==> src/include/pllcs_defs.svh <==
// Constants for the PLL configuration and status block: offsets, fields, resets.
// Assumes an APB slave with 32-bit data, one register per aligned word.
// Function
// - Multiplier and reference divider writes need guard clear and PLL source selected.
// - Accepted multiplier or reference divider write clears settled and oscillator-qualified status.
// - Settled VCO frequency is two times reference times multiplier plus one.
// - Reference is oscillator over divider plus one, else internal 1 MHz.
// - Internal reference fixes filter to 1-2 MHz range; range field ignored.
// - Output divider writes need only PLL source selected, guard ignored.
// - PLL output is VCO over divider plus one settled, VCO over four otherwise.
// - With PLL selected, bus clock is half the PLL output.
// - Output divider steps gradually, reaching target within 32 bus clocks.
// - Tick flag bit 7 set each tick, cleared by writing one.
// - Settle-change flag bit 4 set on any settled status change.
// - Read-only settled status bit 3 shows VCO within tolerance.
// - Oscillator-change flag bit 1 set on qualified status change.
// - Read-only qualified status bit 0, cleared entering full stop.
// - Qualified status zero forces the PLL source select bit to one.
`ifndef PLLCS_DEFS_SVH
`define PLLCS_DEFS_SVH

// ----------------------------------------------------------------
// Register indices (byte address is four times the index)
// ----------------------------------------------------------------
`define PLLCS_IDX_MULT 8'h04
`define PLLCS_IDX_REFERENCE_DIVIDER 8'h05
`define PLLCS_IDX_OUTDIV 8'h06
`define PLLCS_IDX_FLAGS 8'h07
`define PLLCS_IDX_IRQEN 8'h08
`define PLLCS_IDX_CTRL 8'h09
`define PLLCS_IDX_DERIVED 8'h0A

// ----------------------------------------------------------------
// Field positions
// ----------------------------------------------------------------
`define PLLCS_MULT_LSB 0
`define PLLCS_MULT_MSB 5
`define PLLCS_VRANGE_LSB 6
`define PLLCS_VRANGE_MSB 7
`define PLLCS_RDIV_MSB 3
`define PLLCS_RRANGE_LSB 6
`define PLLCS_RRANGE_MSB 7
`define PLLCS_ODIV_MSB 4
`define PLLCS_BIT_TICK 7
`define PLLCS_BIT_SCHG 4
`define PLLCS_BIT_SETTLED 3
`define PLLCS_BIT_OCHG 1
`define PLLCS_BIT_OSCQ 0
`define PLLCS_BIT_GUARD 0
`define PLLCS_BIT_PSEL 1
`define PLLCS_BIT_EXTOSC 2

// ----------------------------------------------------------------
// Reset values and timing
// ----------------------------------------------------------------
`define PLLCS_RST_MULT 8'h00
`define PLLCS_RST_REFERENCE_DIVIDER 8'h00
`define PLLCS_RST_OUTDIV 5'h00
`define PLLCS_RST_CTRL 3'h2
`define PLLCS_UNSETTLED_DIV 5'h03
`define PLLCS_RAMP_BUS_CYCLES 32
`define PLLCS_RAMP_STEPS 5'h1F
`define PLLCS_FIXED_FILTER 2'h0
`define PLLCS_ACCESS_DELAY_NS 4
`define PLLCS_CLK_PERIOD_NS 4

`endif

==> src/include/pllcs_pkg.sv <==
// Types for the PLL configuration and status block.
// Assumes the constants header is compiled alongside.
package pllcs_pkg;

    // Registered status of the analog loop and oscillator
    typedef struct packed {
        logic settled;
        logic osc_qualified;
    } pllcs_status_type;

    // Change and tick flags, laid out as in the flags register
    typedef struct packed {
        logic tick;
        logic settle_chg;
        logic osc_chg;
    } pllcs_flags_type;

    // Bus slave phases
    typedef enum logic [0:0] {
        PLLCS_IDLE,
        PLLCS_ACCESS
    } pllcs_bus_state_type;

endpackage : pllcs_pkg

==> src/hw/pllcs_top.sv <==
// PLL configuration, frequency relations, gradual divider ramp and event flags.
// Assumes analog loop, oscillator and tick counter report status as async levels/pulses.
//
// Implementation choice: the APB interface to the registers.
`timescale 1ns/1ps
`include "pllcs_defs.svh"

module pllcs_top #(
    parameter int MULT_W = 6,
    parameter int RDIV_W = 4,
    parameter int ODIV_W = 5
) (
    input wire logic mclk_in,
    input wire logic reset_n_in,
    // APB slave
    input wire logic psel_in,
    input wire logic penable_in,
    input wire logic pwrite_in,
    input wire logic [11:0] paddr_in,
    input wire logic [31:0] pwdata_in,
    output logic [31:0] prdata_out,
    output logic pready_out,
    output logic pslverr_out,
    // Analog status and mode inputs (asynchronous)
    input wire logic settled_in,
    input wire logic osc_running_in,
    input wire logic full_stop_in,
    input wire logic periodic_tick_in,
    input wire logic bus_enable_in,
    // Configuration to the analog loop, and the interrupt request
    output logic [MULT_W-1:0] loop_multiplier_out,
    output logic [1:0] vco_range_out,
    output logic [RDIV_W-1:0] reference_divider_out,
    output logic [1:0] filter_range_out,
    output logic ext_osc_enable_out,
    output logic [ODIV_W-1:0] output_divider_out,
    output logic pll_source_select_out,
    output logic loop_restart_out,
    output logic irq_out
);

    // ----------------------------------------------------------------
    // Input synchronisers
    // ----------------------------------------------------------------
    logic [4:0] sync1_reg;
    logic [4:0] sync2_reg;
    logic tick_prev_reg;
    logic bus_en_prev_reg;
    wire logic settled_s = sync2_reg[0];
    wire logic osc_run_s = sync2_reg[1];
    wire logic full_stop_s = sync2_reg[2];
    wire logic tick_s = sync2_reg[3];
    wire logic bus_en_s = sync2_reg[4];
    wire logic tick_rise = tick_s & ~tick_prev_reg;
    // Bus clock is half of the PLL output; the analog side marks its rising edges
    wire logic bus_tick = bus_en_s & ~bus_en_prev_reg;

    // First stage feeds only the second stage
    always_ff @(posedge mclk_in) begin
        if (!reset_n_in) begin
            sync1_reg <= 5'h0_0;
            sync2_reg <= 5'h0_0;
            tick_prev_reg <= 1'b0;
            bus_en_prev_reg <= 1'b0;
        end else begin
            // Bit order matches the named taps of the second stage
            sync1_reg <= {bus_enable_in, periodic_tick_in, full_stop_in, osc_running_in, settled_in};
            sync2_reg <= sync1_reg;
            tick_prev_reg <= tick_s;
            bus_en_prev_reg <= bus_en_s;
        end
    end

    // ----------------------------------------------------------------
    // Registers
    // ----------------------------------------------------------------
    pllcs_pkg::pllcs_bus_state_type bus_state_reg;
    pllcs_pkg::pllcs_status_type status_reg;
    pllcs_pkg::pllcs_flags_type flags_reg;
    pllcs_pkg::pllcs_flags_type irqen_reg;
    logic [7:0] mult_reg;
    logic [7:0] reference_divider_reg;
    logic [ODIV_W-1:0] odiv_target_reg;
    logic [ODIV_W-1:0] odiv_cur_reg;
    logic [2:0] ctrl_reg;
    logic settled_prev_reg;
    logic oscq_prev_reg;

    // Address decode; only word-aligned offsets in the map respond
    wire logic [7:0] idx = {2'b00, paddr_in[7:2]};
    wire logic aligned = (paddr_in[1:0] == 2'b00) && (paddr_in[11:8] == 4'h0);
    wire logic hit_mult = aligned && (idx == `PLLCS_IDX_MULT);
    wire logic hit_reference_divider = aligned && (idx == `PLLCS_IDX_REFERENCE_DIVIDER);
    wire logic hit_outdiv = aligned && (idx == `PLLCS_IDX_OUTDIV);
    wire logic hit_flags = aligned && (idx == `PLLCS_IDX_FLAGS);
    wire logic hit_irqen = aligned && (idx == `PLLCS_IDX_IRQEN);
    wire logic hit_ctrl = aligned && (idx == `PLLCS_IDX_CTRL);
    wire logic hit_derived = aligned && (idx == `PLLCS_IDX_DERIVED);
    wire logic hit_any = hit_mult | hit_reference_divider | hit_outdiv | hit_flags | hit_irqen | hit_ctrl | hit_derived;
    // Access phase lasts until pready is sampled, so it must not depend on the phase flop
    wire logic access = psel_in & penable_in;
    wire logic wr = access & pwrite_in & hit_any;

    wire logic guard = ctrl_reg[`PLLCS_BIT_GUARD];
    wire logic psel_bit = ctrl_reg[`PLLCS_BIT_PSEL];
    wire logic ext_osc = ctrl_reg[`PLLCS_BIT_EXTOSC];
    // Loop settings change only with guard clear and the PLL sourcing the clock
    wire logic loop_wr_ok = ~guard & psel_bit;
    wire logic mult_wr = wr & hit_mult & loop_wr_ok;
    wire logic reference_divider_wr = wr & hit_reference_divider & loop_wr_ok;
    wire logic loop_changed = mult_wr | reference_divider_wr;
    // Output divider ignores the guard
    wire logic odiv_wr = wr & hit_outdiv & psel_bit;

    // Status: hold cleared from a loop change until the analog side drops its own level
    logic restart_hold_reg;
    wire logic settled_next = settled_s & ~loop_changed & ~restart_hold_reg;
    wire logic oscq_next = osc_run_s & ~full_stop_s & ~loop_changed & ~restart_hold_reg;

    // Flags: hardware set wins over software clear
    wire logic [2:0] w1c = (wr & hit_flags) ?
        {pwdata_in[`PLLCS_BIT_TICK], pwdata_in[`PLLCS_BIT_SCHG], pwdata_in[`PLLCS_BIT_OCHG]} : 3'h0;
    wire logic set_tick = tick_rise;
    wire logic set_schg = status_reg.settled ^ settled_prev_reg;
    wire logic set_ochg = status_reg.osc_qualified ^ oscq_prev_reg;
    wire logic [2:0] flags_next = ({flags_reg.tick, flags_reg.settle_chg, flags_reg.osc_chg} & ~w1c)
        | {set_tick, set_schg, set_ochg};

    // Effective output divider: fixed divide-by-four while unsettled
    wire logic [ODIV_W-1:0] odiv_goal = status_reg.settled ? odiv_target_reg : ODIV_W'(`PLLCS_UNSETTLED_DIV);
    // One step per bus clock; a 5-bit span never needs more than 31 steps
    wire logic [ODIV_W-1:0] odiv_step = (odiv_cur_reg < odiv_goal) ? odiv_cur_reg + ODIV_W'(1) :
        (odiv_cur_reg > odiv_goal) ? odiv_cur_reg - ODIV_W'(1) : odiv_cur_reg;

    // Read mux
    logic [31:0] rdata;
    always_comb begin
        rdata = 32'h0000_0000;
        if (hit_mult) rdata[7:0] = mult_reg;
        if (hit_reference_divider) rdata[7:0] = reference_divider_reg;
        if (hit_outdiv) rdata[ODIV_W-1:0] = odiv_target_reg;
        if (hit_flags) begin
            rdata[`PLLCS_BIT_TICK] = flags_reg.tick;
            rdata[`PLLCS_BIT_SCHG] = flags_reg.settle_chg;
            rdata[`PLLCS_BIT_SETTLED] = status_reg.settled;
            rdata[`PLLCS_BIT_OCHG] = flags_reg.osc_chg;
            rdata[`PLLCS_BIT_OSCQ] = status_reg.osc_qualified;
        end
        if (hit_irqen) begin
            rdata[`PLLCS_BIT_TICK] = irqen_reg.tick;
            rdata[`PLLCS_BIT_SCHG] = irqen_reg.settle_chg;
            rdata[`PLLCS_BIT_OCHG] = irqen_reg.osc_chg;
        end
        if (hit_ctrl) rdata[2:0] = ctrl_reg;
        if (hit_derived) rdata[ODIV_W-1:0] = odiv_cur_reg;
    end

    // ----------------------------------------------------------------
    // APB slave: access phase with one wait state
    // ----------------------------------------------------------------
    always_ff @(posedge mclk_in) begin
        if (!reset_n_in) begin
            bus_state_reg <= pllcs_pkg::PLLCS_IDLE;
            prdata_out <= 32'h0000_0000;
            pready_out <= 1'b0;
            pslverr_out <= 1'b0;
        end else begin
            pready_out <= 1'b0;
            pslverr_out <= 1'b0;
            if (psel_in && !penable_in) begin
                bus_state_reg <= pllcs_pkg::PLLCS_ACCESS;
            end else if (access) begin
                bus_state_reg <= pllcs_pkg::PLLCS_IDLE;
            end
            // Answer registered so pready comes from a flop; master sees it one cycle into access
            if (psel_in && penable_in && !pready_out && bus_state_reg == pllcs_pkg::PLLCS_ACCESS) begin
                pready_out <= 1'b1;
                pslverr_out <= ~hit_any;
                prdata_out <= rdata;
            end
        end
    end

    // ----------------------------------------------------------------
    // Configuration registers
    // ----------------------------------------------------------------
    // Writes land at the completing edge (pready high); access held by the master until then
    wire logic commit = wr & pready_out;
    always_ff @(posedge mclk_in) begin
        if (!reset_n_in) begin
            mult_reg <= `PLLCS_RST_MULT;
            reference_divider_reg <= `PLLCS_RST_REFERENCE_DIVIDER;
            odiv_target_reg <= ODIV_W'(`PLLCS_RST_OUTDIV);
            irqen_reg <= 3'h0;
            ctrl_reg <= `PLLCS_RST_CTRL;
        end else begin
            if (mult_wr && commit) mult_reg <= pwdata_in[7:0];
            if (reference_divider_wr && commit) reference_divider_reg <= pwdata_in[7:0];
            if (odiv_wr && commit) odiv_target_reg <= pwdata_in[ODIV_W-1:0];
            if (wr && commit && hit_irqen) begin
                irqen_reg <= {pwdata_in[`PLLCS_BIT_TICK], pwdata_in[`PLLCS_BIT_SCHG], pwdata_in[`PLLCS_BIT_OCHG]};
            end
            if (wr && commit && hit_ctrl) ctrl_reg <= pwdata_in[2:0];
            // Without a qualified oscillator the PLL must source the clock
            if (!status_reg.osc_qualified) ctrl_reg[`PLLCS_BIT_PSEL] <= 1'b1;
        end
    end

    // ----------------------------------------------------------------
    // Status, flags, ramp and outputs
    // ----------------------------------------------------------------
    always_ff @(posedge mclk_in) begin
        if (!reset_n_in) begin
            status_reg <= 2'h0;
            settled_prev_reg <= 1'b0;
            oscq_prev_reg <= 1'b0;
            restart_hold_reg <= 1'b0;
            flags_reg <= 3'h0;
            odiv_cur_reg <= ODIV_W'(`PLLCS_UNSETTLED_DIV);
            irq_out <= 1'b0;
        end else begin
            status_reg.settled <= settled_next & ~(loop_changed & commit) | (settled_next & ~loop_changed);
            status_reg.osc_qualified <= oscq_next;
            settled_prev_reg <= status_reg.settled;
            oscq_prev_reg <= status_reg.osc_qualified;
            // Hold status low after a loop change until the analog side reports unsettled
            if (loop_changed && commit) restart_hold_reg <= 1'b1;
            else if (!settled_s) restart_hold_reg <= 1'b0;
            flags_reg <= commit ? flags_next : (flags_next | {flags_reg.tick, flags_reg.settle_chg, flags_reg.osc_chg});
            if (bus_tick) odiv_cur_reg <= odiv_step;
            irq_out <= |({flags_reg.tick, flags_reg.settle_chg, flags_reg.osc_chg}
                & {irqen_reg.tick, irqen_reg.settle_chg, irqen_reg.osc_chg});
        end
    end

    // Outputs to the analog loop, all from flops
    always_ff @(posedge mclk_in) begin
        if (!reset_n_in) begin
            loop_multiplier_out <= '0;
            vco_range_out <= 2'h0;
            reference_divider_out <= '0;
            filter_range_out <= `PLLCS_FIXED_FILTER;
            ext_osc_enable_out <= 1'b0;
            output_divider_out <= ODIV_W'(`PLLCS_UNSETTLED_DIV);
            pll_source_select_out <= 1'b1;
            loop_restart_out <= 1'b0;
        end else begin
            // VCO = 2 x reference x (multiplier + 1) is realised by the analog loop
            loop_multiplier_out <= mult_reg[MULT_W-1:0];
            vco_range_out <= mult_reg[`PLLCS_VRANGE_MSB:`PLLCS_VRANGE_LSB];
            // Reference divider only matters with the external oscillator enabled
            reference_divider_out <= ext_osc ? reference_divider_reg[RDIV_W-1:0] : '0;
            // Internal reference pins the filter; the range field stays writable
            filter_range_out <= ext_osc ? reference_divider_reg[`PLLCS_RRANGE_MSB:`PLLCS_RRANGE_LSB]
                : `PLLCS_FIXED_FILTER;
            ext_osc_enable_out <= ext_osc;
            output_divider_out <= odiv_cur_reg;
            pll_source_select_out <= psel_bit;
            loop_restart_out <= loop_changed & commit;
        end
    end

endmodule : pllcs_top

==> config.mk <==
export PLATFORM = sky130hd
export DESIGN_NAME = pllcs_top
export DESIGN_NICKNAME = d
export VERILOG_FILES = /design/src/include/pllcs_pkg.sv /design/src/hw/pllcs_top.sv
export VERILOG_INCLUDE_DIRS = /design/src /design/src/include
export SDC_FILE = /design/constraint.sdc
export NUM_CORES = 1
export LEC_CHECK = 0
export BUFFER_PORTS_ARGS = -buffer_cell sky130_fd_sc_hd__buf_2
export CORE_AREA = 4 4 92 94
export DETAILED_ROUTE_END_ITERATION = 10
export DIE_AREA = 0 0 96 98
export PLACE_DENSITY_LB_ADDON = 0.25
export SLEW_MARGIN = 20
export SYNTH_ARGS = -nofsm -noshare
export SYNTH_HDL_FRONTEND = slang
export SYNTH_SLANG_ARGS = --single-unit
==> constraint.sdc <==
create_clock -name mclk_in -period 3 [get_ports mclk_in]
set_input_delay 0.15 -clock mclk_in [delete_from_list [all_inputs] [get_ports mclk_in]]
set_output_delay 0.15 -clock mclk_in [all_outputs]
set_load 0.005 [all_outputs]
---- Yosys cells after proc, flatten, opt, wreduce, memory -nomap -nowiden ----
Cells that the tools add are included.
word-level totals
  register bits ........................... 86
  input bits .............................. 54
operators by class
  $add $sub $neg .......................... 2
  order comparisons ....................... 2
  equal/unequal tests ..................... 8
  muxes and demuxes ....................... 21
  bitwise operators ....................... 45
  reductions and logical operators ........ 30
operators with widths
  cell                                                                    number
  5-bit two-way mux                                                       5
  6-bit by 3-bit equality test with 1-bit output (second input constant)  4
  1-bit bitwise AND                                                       22
  1-bit logical AND                                                       19
  6-bit by 4-bit equality test with 1-bit output (second input constant)  3
  8-bit two-way mux                                                       2
  1-bit two-way mux                                                       9
  3-bit two-way mux                                                       3
  1-bit inverter                                                          8
  1-bit bitwise OR                                                        8
  2-bit AND reduction                                                     4
  3-bit bitwise AND                                                       2
  3-bit bitwise OR                                                        2
  5-bit by 1-bit adder with 5-bit output (second input constant)          1
  5-bit greater-than comparator                                           1
  5-bit less-than comparator                                              1
  5-bit by 1-bit subtractor with 5-bit output (second input constant)     1
  4-bit zero test                                                         1
  2-bit two-way mux                                                       2
  2-bit nonzero test                                                      2
  3-bit inverter                                                          1
  3-bit OR reduction                                                      1
  1-bit zero test                                                         2
  2-bit zero test                                                         1
  2 further kinds                                                         3

---- Longest topological paths before layout ----
Gate-level depths: netlist of the first run.
  depth in word-level cells ............... 18
  depth in mapped cells ................... 12
  mapped depth without buffers ............ 11

---- Least setup slack after synthesis of the first run ----
Ideal clock, no wire load.
  path kind ............................... reg2reg
  from .................................... register status_reg[1] (netlist bit)
  to ...................................... register odiv_cur_reg[4]
  setup time .............................. 127 ps
  arrival time ............................ 2566 ps
  required time ........................... 2873 ps
  setup slack ............................. 307 ps
  stages on the path, launching flop included .. 13
  path buffers ............................ 1
  period minus slack after synthesis ...... 2693 ps
  cells stage by stage .................... dfxtp_1 clkbuf_1 nor2b_1 ha_1 nor2b_1 o21ai_0 nand2_1 fa_1 a21o_1 a21oi_1 a221oi_1 a41oi_1 nand3_1
on the way
  cells in the longest elaborated chain, start to end .. 4
  elaborated cells on any way between the ends .. 6
  those cells by class .................... order compare: 2; mux: 2; reduce/logical: 2
ends and longest elaborated chain
  what                                                                         line                                RTL
  start, declared                                                              pllcs_top.sv:78                     pllcs_pkg::pllcs_status_type status_reg;
  5-bit two-way mux (*)                                                        pllcs_top.sv:130                    wire logic [ODIV_W-1:0] odiv_goal = status_reg.settled ? odiv_target_reg : ODIV_W'(`PLLCS_UNSETTLED_DIV);
  5-bit less-than comparator or 5-bit greater-than comparator (tied branches)  pllcs_top.sv:132, pllcs_top.sv:133
  2-bit nonzero test (no source line)                                          n/a
  2-bit AND reduction (no source line)                                         n/a
  end signal, assigned                                                         pllcs_top.sv:219                    odiv_cur_reg <= ODIV_W'(`PLLCS_UNSETTLED_DIV);
  end signal, assigned                                                         pllcs_top.sv:230                    if (bus_tick) odiv_cur_reg <= odiv_step;
  end, declared                                                                pllcs_top.sv:84                     logic [ODIV_W-1:0] odiv_cur_reg;
Mark *: on every way between the ends. The rest lies on a longest branch, timed or not.
A chain may end at the register's enable or synchronous reset.

---- Final worst setup path of the first run ----
Same ends and word-level chain as after synthesis.

==> results of run 1 <==
==> final cells by class <==
class	count	area, um2	share of cell area, %
Timing Repair Buffer	69	375.4	8.759
Tap cell	102	127.6	2.978
Inverter	7	26.28	0.6131
Clock inverter	6	70.07	1.635
Multi-Input combinational cell	288	1827	42.63
Sequential cell	86	1722	40.18
Clock buffer	10	137.6	3.212
==> worst paths after layout <==
path	from	to	slack [ns]	cells past startpoint
hold reg to reg	sync1_reg[2]$_SDFF_PN0_	sync2_reg[2]$_SDFF_PN0_	0.44	1
setup / recovery	status_reg[1]$_SDFF_PN0_	odiv_cur_reg[4]$_SDFFE_PN0P_	0.30	11
hold / removal	penable_in	bus_state_reg$_SDFFE_PN0P_	0.03	2
setup reg to reg	status_reg[1]$_SDFF_PN0_	odiv_cur_reg[4]$_SDFFE_PN0P_	0.30	11
==> metal layers <==
layer | track usage, % | vias up | part of all wire, %
li1 | - | 1481 | -
met1 | 24.34 | 1385 | 45
met2 | 28.09 | 95 | 46
met3 | 4.931 | 10 | 7.0
met4 | 5.799 | 0 | 1.3
met5 | 0 | - | 0
==> cells by family (layout without fill, tap and decap cells) <==
family,after synthesis,in the layout,synth area share [%]
simple gates,164,164,25.34
flops,86,86,45.88
compound gates,73,73,12.10
buf+inv,51,92,7.903
mux,14,14,4.535
fa+ha+maj,9,9,3.201
xor+xnor,4,4,0.9338
other cells,1,24,0.09994
==> worst max-delay path: stages, from the launching register on <==
cell and delay, ns:
dfxtp_1 0.47, nand2_1 0.10, ha_1 0.30, a21o_1 0.16
a21oi_1 0.24, nand2_2 0.16, fa_1 0.43, a21o_1 0.18
a21oi_2 0.19, a221oi_1 0.10, a41oi_1 0.17, nand3_1 0.08
==> metrics by stage <==
step / utilization, % / instances
4_1_cts: 55.96 / 568
3_3_place_gp: 52.59 / 547
2_1_floorplan: - / 425
5_1_grt: 56.04 / 568
6_report: 56.04 / 568
3_5_place_dp: 52.59 / 547
==> repair_timing <==
item,4_1_cts,5_1_grt
endpoints found under the setup margin,0,2
resized for setup,0,3
endpoints found under the hold margin,5,0
hold buffers,5,0
==> placed cells by master (no fill, tap or decap), types with 3 or more instances in the layout <==
cell / instances
o22ai_1: 3
nand2b_1: 13
and3_1: 11
inv_1: 6
dlygate4sd3_1: 5
nor2b_1: 6
buf_2: 62
a21oi_1: 10
nor4_1: 4
nor2_1: 16
a32oi_1: 3
nand2_1: 42
a31oi_1: 4
o21ai_0: 12
a221oi_1: 3
o21ai_1: 20
clkbuf_8: 10
conb_1: 24
and2_1: 27
ha_1: 8
dfxtp_1: 86
mux2_2: 4
a21o_1: 4
nand3_1: 24
mux2i_1: 8
==> power by group through the flow <==
stage               sequential, W  combinational [W]  clock, W
detailed placement        0.00123           0.000450         0
floorplan                 0.00122           0.000364         0
global route              0.00120           0.000550  0.000900
finish                    0.00120           0.000480  0.000827
global placement          0.00122           0.000427         0
CTS                       0.00120           0.000456  0.000857
==> flow_summary.yaml, run 1 <==
outcome:
  status: "complete, no violations"
setup_path:
  cp_max_fo: 8
  worstPathArrival_ns: 2.94
  critical_path_class: "flip-flop to flip-flop"
  crit_required_ns: 3.24
  end_kind: "flip-flop"
  start_kind: "flip-flop"
finish:
  fin_area_um2: 4285
  area_delta_synth_final_pct: 14.20
  n_antenna_cell: 0
  nNetsFinal: 524
  nFillCells: 722
  final_layout_size_suffix_gt1_share_pct: 20.60
pwr:
  p_seq_share_pct: 47.8
  switchingPower_w: 0.0007208
  finalPower_w: 0.002505
  power_frac_comb_pct: 19.2
  clockPowerShare_pct: 33.0
  p_leak_nw: 1.804
  powerDensity_nw_per_um2: 584.5
  max-vdd-ir-drop_mv: 0.2782
  intPower_w: 0.001784
  switching_share_pct: 28.78
synthesis:
  synth-async-reset-ratio_pct: 0
  synth.area.top_cells: "dfxtp_1, buf_4, and2_1"
  synth_edf_count: 0
  synth_top_cell_by_area: "dfxtp_1"
  yosysWarnings: 0
  synth_top_area_share_pct: 45.88
  synth.ff_latch_count: 86
  synth_cell_type_count: 56
  syn_area_per_cell_um2: 9.334
  synthTopCellsByCount: "dfxtp_1, nand2_1, and2_1, buf_4, nand3_1"
  netlist_area_um2: 3752
  yosysMostFrequentCell: "dfxtp_1"
  syn_inst: 402
  ys_seq_area_share_pct: 45.88
  synth_ff_type: "dfxtp_1"
sta:
  fin_crit_sh_pct: 89.92
  holdWs_ns: 0.03291
  hold_viol_final: 0
  post-route-min-period_ns: 2.698
  clock_skew_ns: 0.008818
  final_max_slew_viol_count: 0
  rsz0062_at_grt: "false"
  fmax_ghz: 0.3707
  setup_viol: 0
  finalWorstSetupSlack_ns: 0.3024
  slew_headroom_pct: 56.03
  final.setup.tns_ns: 0
  worstMarginPinSlew_ns: 0.6536
detailed_routing:
  wl_um: 8176
  vias: 2971
  ant_nets: 0
  wl_per_cell_um: 14.39
  via_per_inst: 5.231
  drt_iter0_drc: 184
  drc: 0
  dr.pass1.iters: 4
clock_tree:
  insertion_delay_ns: 0.36
  cts_made_buffers: 9
  clk_pin_slew_worst_paths_ns: 0.08
  clockRootBuffer: "clkbuf_8"
  cts_setup_buffers: 0
  cts_tree: "built"
  cts_max_path_buffers: 2
  cts_sinks: 86
  htreeDepth: 3
floorplanning:
  num_rows: 32
  die_w_um: 96
  io_pins: 111
  core_area_um2: 7647
  die_area_um2: 9408
  die_y_um: 98
  initial_utilization_pct: 49.07
placement:
  dpl_cell_area_um2: 4021
  gp_congestion: 0.8537
  post-place-ws_ns: 0.1488
  place_hpwl_um: 6020
  io_buffer_count: 62
global_route:
  grt_max_degree: 74
  grt_first_pass_wirelength_um: 13430
  track_usage_pct: 18.13
  grt_overflow: 0
  grt_pass1_vias: 2860
  antenna_found_initial: 0
hold_path:
  hold_path.class: "primary input to flip-flop"
run:
  cap_violations: 0
Power figures use the tool's default switching activity.
==> run 2, diff against run 1 <==
Settings changed: CORE_AREA 4 4 92 94 to 4 4 96 98, DIE_AREA 0 0 96 98 to 0 0 100 102.
Clock period 3 ns to 2.35 ns, I/O delays scaled along.
==> run 2 against run 1 <==
  * Sequential cell count did not move
  * Critical path depth unchanged
  * Clock skew is 0.0024 ns lower
  * Largest cell class unchanged
  * Combinational power rose by 110%
  * Global-route usage increased by 0.071 points
  * Setup slack got worse by 0.28 ns
  * Power up 44%
  * Die area rose by 8.4%
  * Clock power increased by 29%
  * Hold slack worse by 0.019 ns
==> flow_summary.yaml, run 2 (synthesized netlist as in run 1, its figures left out) <==
global_route:
  gr-usage-met3_pct: 4.232
  gr-usage-met1_pct: 23.49
  grt_max_degree: 74
  antenna_found_initial: 0
  grt.busiest_layer: "met2"
  grt_util_met2_pct: 29.71
  track_usage_pct: 18.20
  grt_pass1_vias: 2925
  grt_overflow: 0
  grt_first_pass_wirelength_um: 14420
pwr:
  switchingPower_w: 0.001049
  p_seq_share_pct: 42.5
  clockPowerShare_pct: 29.8
  powerDensity_nw_per_um2: 787.4
  power_frac_comb_pct: 27.7
  intPower_w: 0.002548
  max-vdd-ir-drop_mv: 0.3364
  switching_share_pct: 29.16
  p_leak_nw: 1.945
detailed_routing:
  wl_per_cell_um: 15.16
  vias: 3080
  dr.pass1.iters: 4
  drt_iter0_drc: 205
  wl_um: 9079
  via_per_inst: 5.142
  drc: 0
  ant_nets: 0
setup_path:
  r2r-end: "odiv_cur_reg[3]$_SDFFE_PN0P_"
  crit_buf_inv: 1
  cp_max_fo: 6
  cp_slowest_cell: "dfxtp_4"
  r2r-start: "status_reg[1]$_SDFF_PN0_"
  end_kind: "flip-flop"
  start_kind: "flip-flop"
  ff2ff_setup_slack_ns: 0.02
  worstPathArrival_ns: 2.59
  critical_path_class: "flip-flop to flip-flop"
  ff2ff_path_depth: 11
  endpoint: "odiv_cur_reg[3]$_SDFFE_PN0P_"
  crit_required_ns: 2.61
  cp.depth: 11
  critPathTopFamily: "compound AO/OA/AOI/OAI gates"
  critical_path.max_stage_delay_ns: 0.38
  startpoint: "status_reg[1]$_SDFF_PN0_"
  path_cells: "nand2_1 -> ha_4 -> a21o_1 -> a21oi_2 -> nand2_2 -> buf_6 -> ha_1 -> a21o_1 -> a21oi_2 -> xor2_1 -> o41ai_1"
clock_tree:
  cts_made_buffers: 9
  cts_max_path_buffers: 2
  htreeDepth: 3
  insertion_delay_ns: 0.35
  cts_tree: "built"
  cts_sinks: 86
  clk_pin_slew_worst_paths_ns: 0.09
  clockRootBuffer: "clkbuf_8"
floorplanning:
  core_area_um2: 8466
  num_rows: 34
  initial_utilization_pct: 44.32
  io_pins: 111
  die_area_um2: 10200
  die_w_um: 100
  die_y_um: 102
placement:
  dpl_cell_area_um2: 4180
  gp_congestion: 0.9042
  place_hpwl_um: 6466
  io_buffer_count: 62
sta:
  setup_viol: 0
  clock_skew_ns: 0.006420
  final_max_slew_viol_count: 0
  holdWs_ns: 0.01397
  fmax_ghz: 0.4292
  rsz0062_at_grt: "true"
  worstMarginPinSlew_ns: 0.6422
  fin_crit_sh_pct: 99.16
  hold_viol_final: 0
  post-route-min-period_ns: 2.330
  slew_headroom_pct: 57.19
hold_path:
  holdPathStages: 2
  hold_path.class: "primary input to flip-flop"
finish:
  final_cell_mix: "dfxtp_1, buf_2, nand2_1"
  fin_area_um2: 4568
  n_antenna_cell: 0
  final_common_cell: "dfxtp_1"
  nNetsFinal: 549
  final_layout_size_suffix_gt1_share_pct: 27.29
  area_delta_synth_final_pct: 21.74
run:
  cap_violations: 0
outcome:
  status: "complete, no violations"
run 2: cell types whose count changed in the layout (fill, tap and decap cells not counted), sizes merged:
cell / previous run / this run
dlygate4sd3: 5 / 6
buf: 64 / 88
clkinv: 3 / 2
clkinvlp: 2 / 3
run 2: per-layer routing:
layer  vias to the layer above  wire, um
li1                       1532         -
met3                        14       567
met2                        85      4307
met1                      1449      4049
met5                         -         0
met4                         0       155
run 2: how the worst min path moves through the flow:
stage / from / end / slack [ns]
2_1_floorplan: penable_in / bus_state_reg$_SDFFE_PN0P_ / 0.21
3_3_place_gp: bus_enable_in / sync1_reg[4]$_SDFF_PN0_ / 0.32
3_5_place_dp: bus_enable_in / sync1_reg[4]$_SDFF_PN0_ / 0.33
4_1_cts: psel_in / bus_state_reg$_SDFFE_PN0P_ / 0.003
5_1_grt: psel_in / bus_state_reg$_SDFFE_PN0P_ / 0.02
6_report: psel_in / bus_state_reg$_SDFFE_PN0P_ / 0.01
run 2: stage by stage:
step / setup WS (ns) / instances / util [%] / setup TNS (ns) / power (W)
finish: 0.01983 / 599 / 53.96 / 0 / 0.003597
global route: -0.1030 / 599 / 53.96 / -0.1828 / 0.003796
CTS: -0.007417 / 596 / 52.90 / -0.007417 / 0.003488
detailed placement: -0.09290 / 571 / 49.38 / -0.1095 / 0.002304
global placement: -0.001184 / 571 / 49.38 / -0.001184 / 0.002277
floorplan: 0.003597 / 425 / - / 0 / 0.002063
run 2: area by class of cell:
cell class / instances / area [um2]
Fill cell: 785 / 3897
Multi-Input combinational cell: 288 / 1902
Sequential cell: 86 / 1728
Timing Repair Buffer: 94 / 569.3
Clock buffer: 10 / 137.6
Tap cell: 108 / 135.1
Clock inverter: 6 / 70.07
Inverter: 7 / 26.28
run 2: repair_timing:
action                                  CTS  global route
endpoints found under the hold margin     6             0
buffers inserted                          3             3
endpoints found under the setup margin    2             2
hold buffers                              6             0
pin swaps                                 2             3
resized for setup                         2            14
run 2: power by group through the flow:
stage	logic, W	registers, W	clock network (W)
final	0.000997	0.00153	0.00107
after global routing	0.00110	0.00153	0.00116
after CTS	0.000864	0.00153	0.00110
after detailed placement	0.000744	0.00156	0
after global placement	0.000718	0.00156	0
after floorplan	0.000507	0.00156	0
run 2: worst reg2reg max path, stage by stage (launching register included):
cell	delay (ns)
dfxtp_4	0.38
nand2_1	0.09
ha_4	0.23
a21o_1	0.16
a21oi_2	0.17
nand2_2	0.12
buf_6	0.13
ha_1	0.27
a21o_1	0.17
a21oi_2	0.13
xor2_1	0.08
o41ai_1	0.31
==> run 3, diff against run 2 <==
Clock period 2.35 ns to 2 ns, I/O delays scaled along.
==> run 3 against run 2 <==
  * Maximum frequency shrank 1.4%
  * The flow now finishes with violations (negative setup slack)
  * Non-clock buffer count rose by 12
  * Via count grew 1.1%
  * Sequential share of layout area down 1.4 points
  * Sequential power up 17%
  * Count of clock-buffer cells in the layout decreased by 1
  * Utilization grew 2.1 points
  * First-iteration DRC count decreased by 31%
  * Highest routed layer unchanged
  * Largest power group unchanged
  * Setup slack worse by 0.38 ns
  * Combinational power is 34% higher
  * Register-to-register slack got worse by 0.38 ns
==> flow_summary.yaml, run 3 (synthesized netlist as in run 1, its figures left out) <==
outcome:
  status: "complete, but fails checks"
  violations: "negative setup slack"
detailed_routing:
  ant_nets: 0
  vias: 3113
  drc: 0
  via_per_inst: 5.095
  wl_per_cell_um: 15.35
  dr.pass1.iters: 4
  wl_um: 9379
  drt_iter0_drc: 142
hold_path:
  holdPathStages: 3
  worstHoldStart: "pwdata_in[3]"
  hold_path.class: "primary input to flip-flop"
  holdPathEnd: "odiv_target_reg[3]$_SDFFE_PN0P_"
run:
  cap_violations: 0
pwr:
  power_frac_comb_pct: 29.7
  max-vdd-ir-drop_mv: 0.4536
  p_seq_share_pct: 39.9
  intPower_w: 0.003185
  p_leak_nw: 2.039
  switchingPower_w: 0.001307
  switching_share_pct: 29.10
  clockPowerShare_pct: 30.4
  powerDensity_nw_per_um2: 947.2
finish:
  nNetsFinal: 561
  nFillCells: 780
  final_common_cell: "dfxtp_1"
  final_layout_size_suffix_gt1_share_pct: 28.83
  n_antenna_cell: 0
  fin_area_um2: 4742
  final_cell_mix: "dfxtp_1, buf_2, nand2_1"
  area_delta_synth_final_pct: 26.38
clock_tree:
  cts_max_path_buffers: 2
  cts_sinks: 86
  cts_made_buffers: 9
  htreeDepth: 3
  clockRootBuffer: "clkbuf_8"
  insertion_delay_ns: 0.37
  clk_pin_slew_worst_paths_ns: 0.09
  cts_tree: "built"
sta:
  rsz0062_at_grt: "true"
  fin_crit_sh_pct: 118.2
  final.setup.tns_ns: -1.037
  slew_headroom_pct: 66.66
  setup_viol: 4
  post-route-min-period_ns: 2.364
  clock_skew_ns: 0.01125
  hold_viol_final: 0
  final_max_slew_viol_count: 0
  finalWorstSetupSlack_ns: -0.3636
  fmax_ghz: 0.4231
  worstMarginPinSlew_ns: 0.4960
setup_path:
  r2r-end: "odiv_cur_reg[2]$_SDFFE_PN0P_"
  r2r-start: "status_reg[1]$_SDFF_PN0_"
  cp_max_fo: 6
  ff2ff_path_depth: 11
  end_kind: "flip-flop"
  worstPathArrival_ns: 2.62
  start_kind: "flip-flop"
  ff2ff_setup_slack_ns: -0.36
  crit_required_ns: 2.26
  critical_path_class: "flip-flop to flip-flop"
floorplanning:
  die_w_um: 100
  io_pins: 111
  die_y_um: 102
  core_area_um2: 8466
  num_rows: 34
  initial_utilization_pct: 44.32
  die_area_um2: 10200
global_route:
  grt_max_degree: 74
  grt_overflow: 0
  antenna_found_initial: 0
  grt_first_pass_wirelength_um: 14770
  track_usage_pct: 18.59
  grt_pass1_vias: 2973
placement:
  dpl_cell_area_um2: 4275
  place_hpwl_um: 6636
  gp_congestion: 0.8394
  io_buffer_count: 62
-- run 3: cell types whose count changed in the layout (fill, tap and decap cells not counted), sizes merged --
| cell | before | now |
|---|---|---|
| clkbuf | 10 | 9 |
| dlygate4sd3 | 6 | 9 |
| bufinv | 1 | 2 |
| buf | 88 | 97 |
| clkinv | 2 | 3 |
| clkinvlp | 3 | 2 |
-- run 3: final cells by class --
type                            count  area, um2  share of cell area [%]
Sequential cell                    86       1725                   36.39
Timing Repair Buffer              106      683.2                   14.41
Inverter                            7      26.28                  0.5541
Multi-Input combinational cell    288       1951                   41.13
Clock buffer                        9      123.9                   2.612
Tap cell                          108      135.1                   2.850
Clock inverter                      7      97.59                   2.058
-- run 3: timing repair --
item	4_1_cts	5_1_grt
gates resized for setup	9	9
buffers inserted	3	2
hold buffers	9	0
hold endpoints to repair	9	0
endpoints found under the setup margin	4	5
gates cloned	0	0
pin swaps	8	5
-- run 3: routing by layer --
metal  GRT usage, %  vias up  part of all wire (%)  wire [um]
met5              0        -                     0          0
li1               -     1557                     -          -
met4          7.047        0                   1.8        167
met1          24.04     1449                    44       4126
met3          4.369       13                   6.0        562
met2          30.37       94                    48       4524
-- run 3: worst max-delay path, stage by stage (launching register included) --
cell and delay [ns]:
dfxtp_4 0.39, nor2b_4 0.16, ha_4 0.20, nor2b_4 0.12
o21ai_2 0.15, nand2_2 0.11, fa_2 0.36, buf_4 0.14
buf_6 0.10, buf_4 0.12, xor2_1 0.13, o311a_1 0.27
-- run 3: worst max path at each step --
stage                                  start                      endpoint
global placement    status_reg[1]$_SDFF_PN0_  odiv_cur_reg[4]$_SDFFE_PN0P_
floorplan           status_reg[1]$_SDFF_PN0_  odiv_cur_reg[4]$_SDFFE_PN0P_
detailed placement  status_reg[1]$_SDFF_PN0_  odiv_cur_reg[4]$_SDFFE_PN0P_
finish              status_reg[1]$_SDFF_PN0_  odiv_cur_reg[2]$_SDFFE_PN0P_
global route        status_reg[1]$_SDFF_PN0_  odiv_cur_reg[4]$_SDFFE_PN0P_
CTS                 status_reg[1]$_SDFF_PN0_  odiv_cur_reg[4]$_SDFFE_PN0P_
-- run 3: per-stage QoR --
step	total power [W]	hold WS, ns	utilization [%]	worst slack, ns	cells
floorplan	0.002431	0.1901	-	-0.3268	425
global placement	0.002770	0.3046	50.50	-0.2997	581
detailed placement	0.002802	0.3088	50.50	-0.4776	581
CTS	0.004366	0.005933	55.08	-0.4032	609
global route	0.004732	0.02190	56.02	-0.4551	611
finish	0.004492	0.01569	56.02	-0.3636	611
-- run 3: power groups by stage --
stage / combinational [W] / clock, W / sequential, W
after floorplan: 0.000603 / 0 / 0.00183
after global placement: 0.000947 / 0 / 0.00182
after detailed placement: 0.000978 / 0 / 0.00182
after CTS: 0.00119 / 0.00139 / 0.00178
after global routing: 0.00147 / 0.00147 / 0.00180
final: 0.00134 / 0.00137 / 0.00179
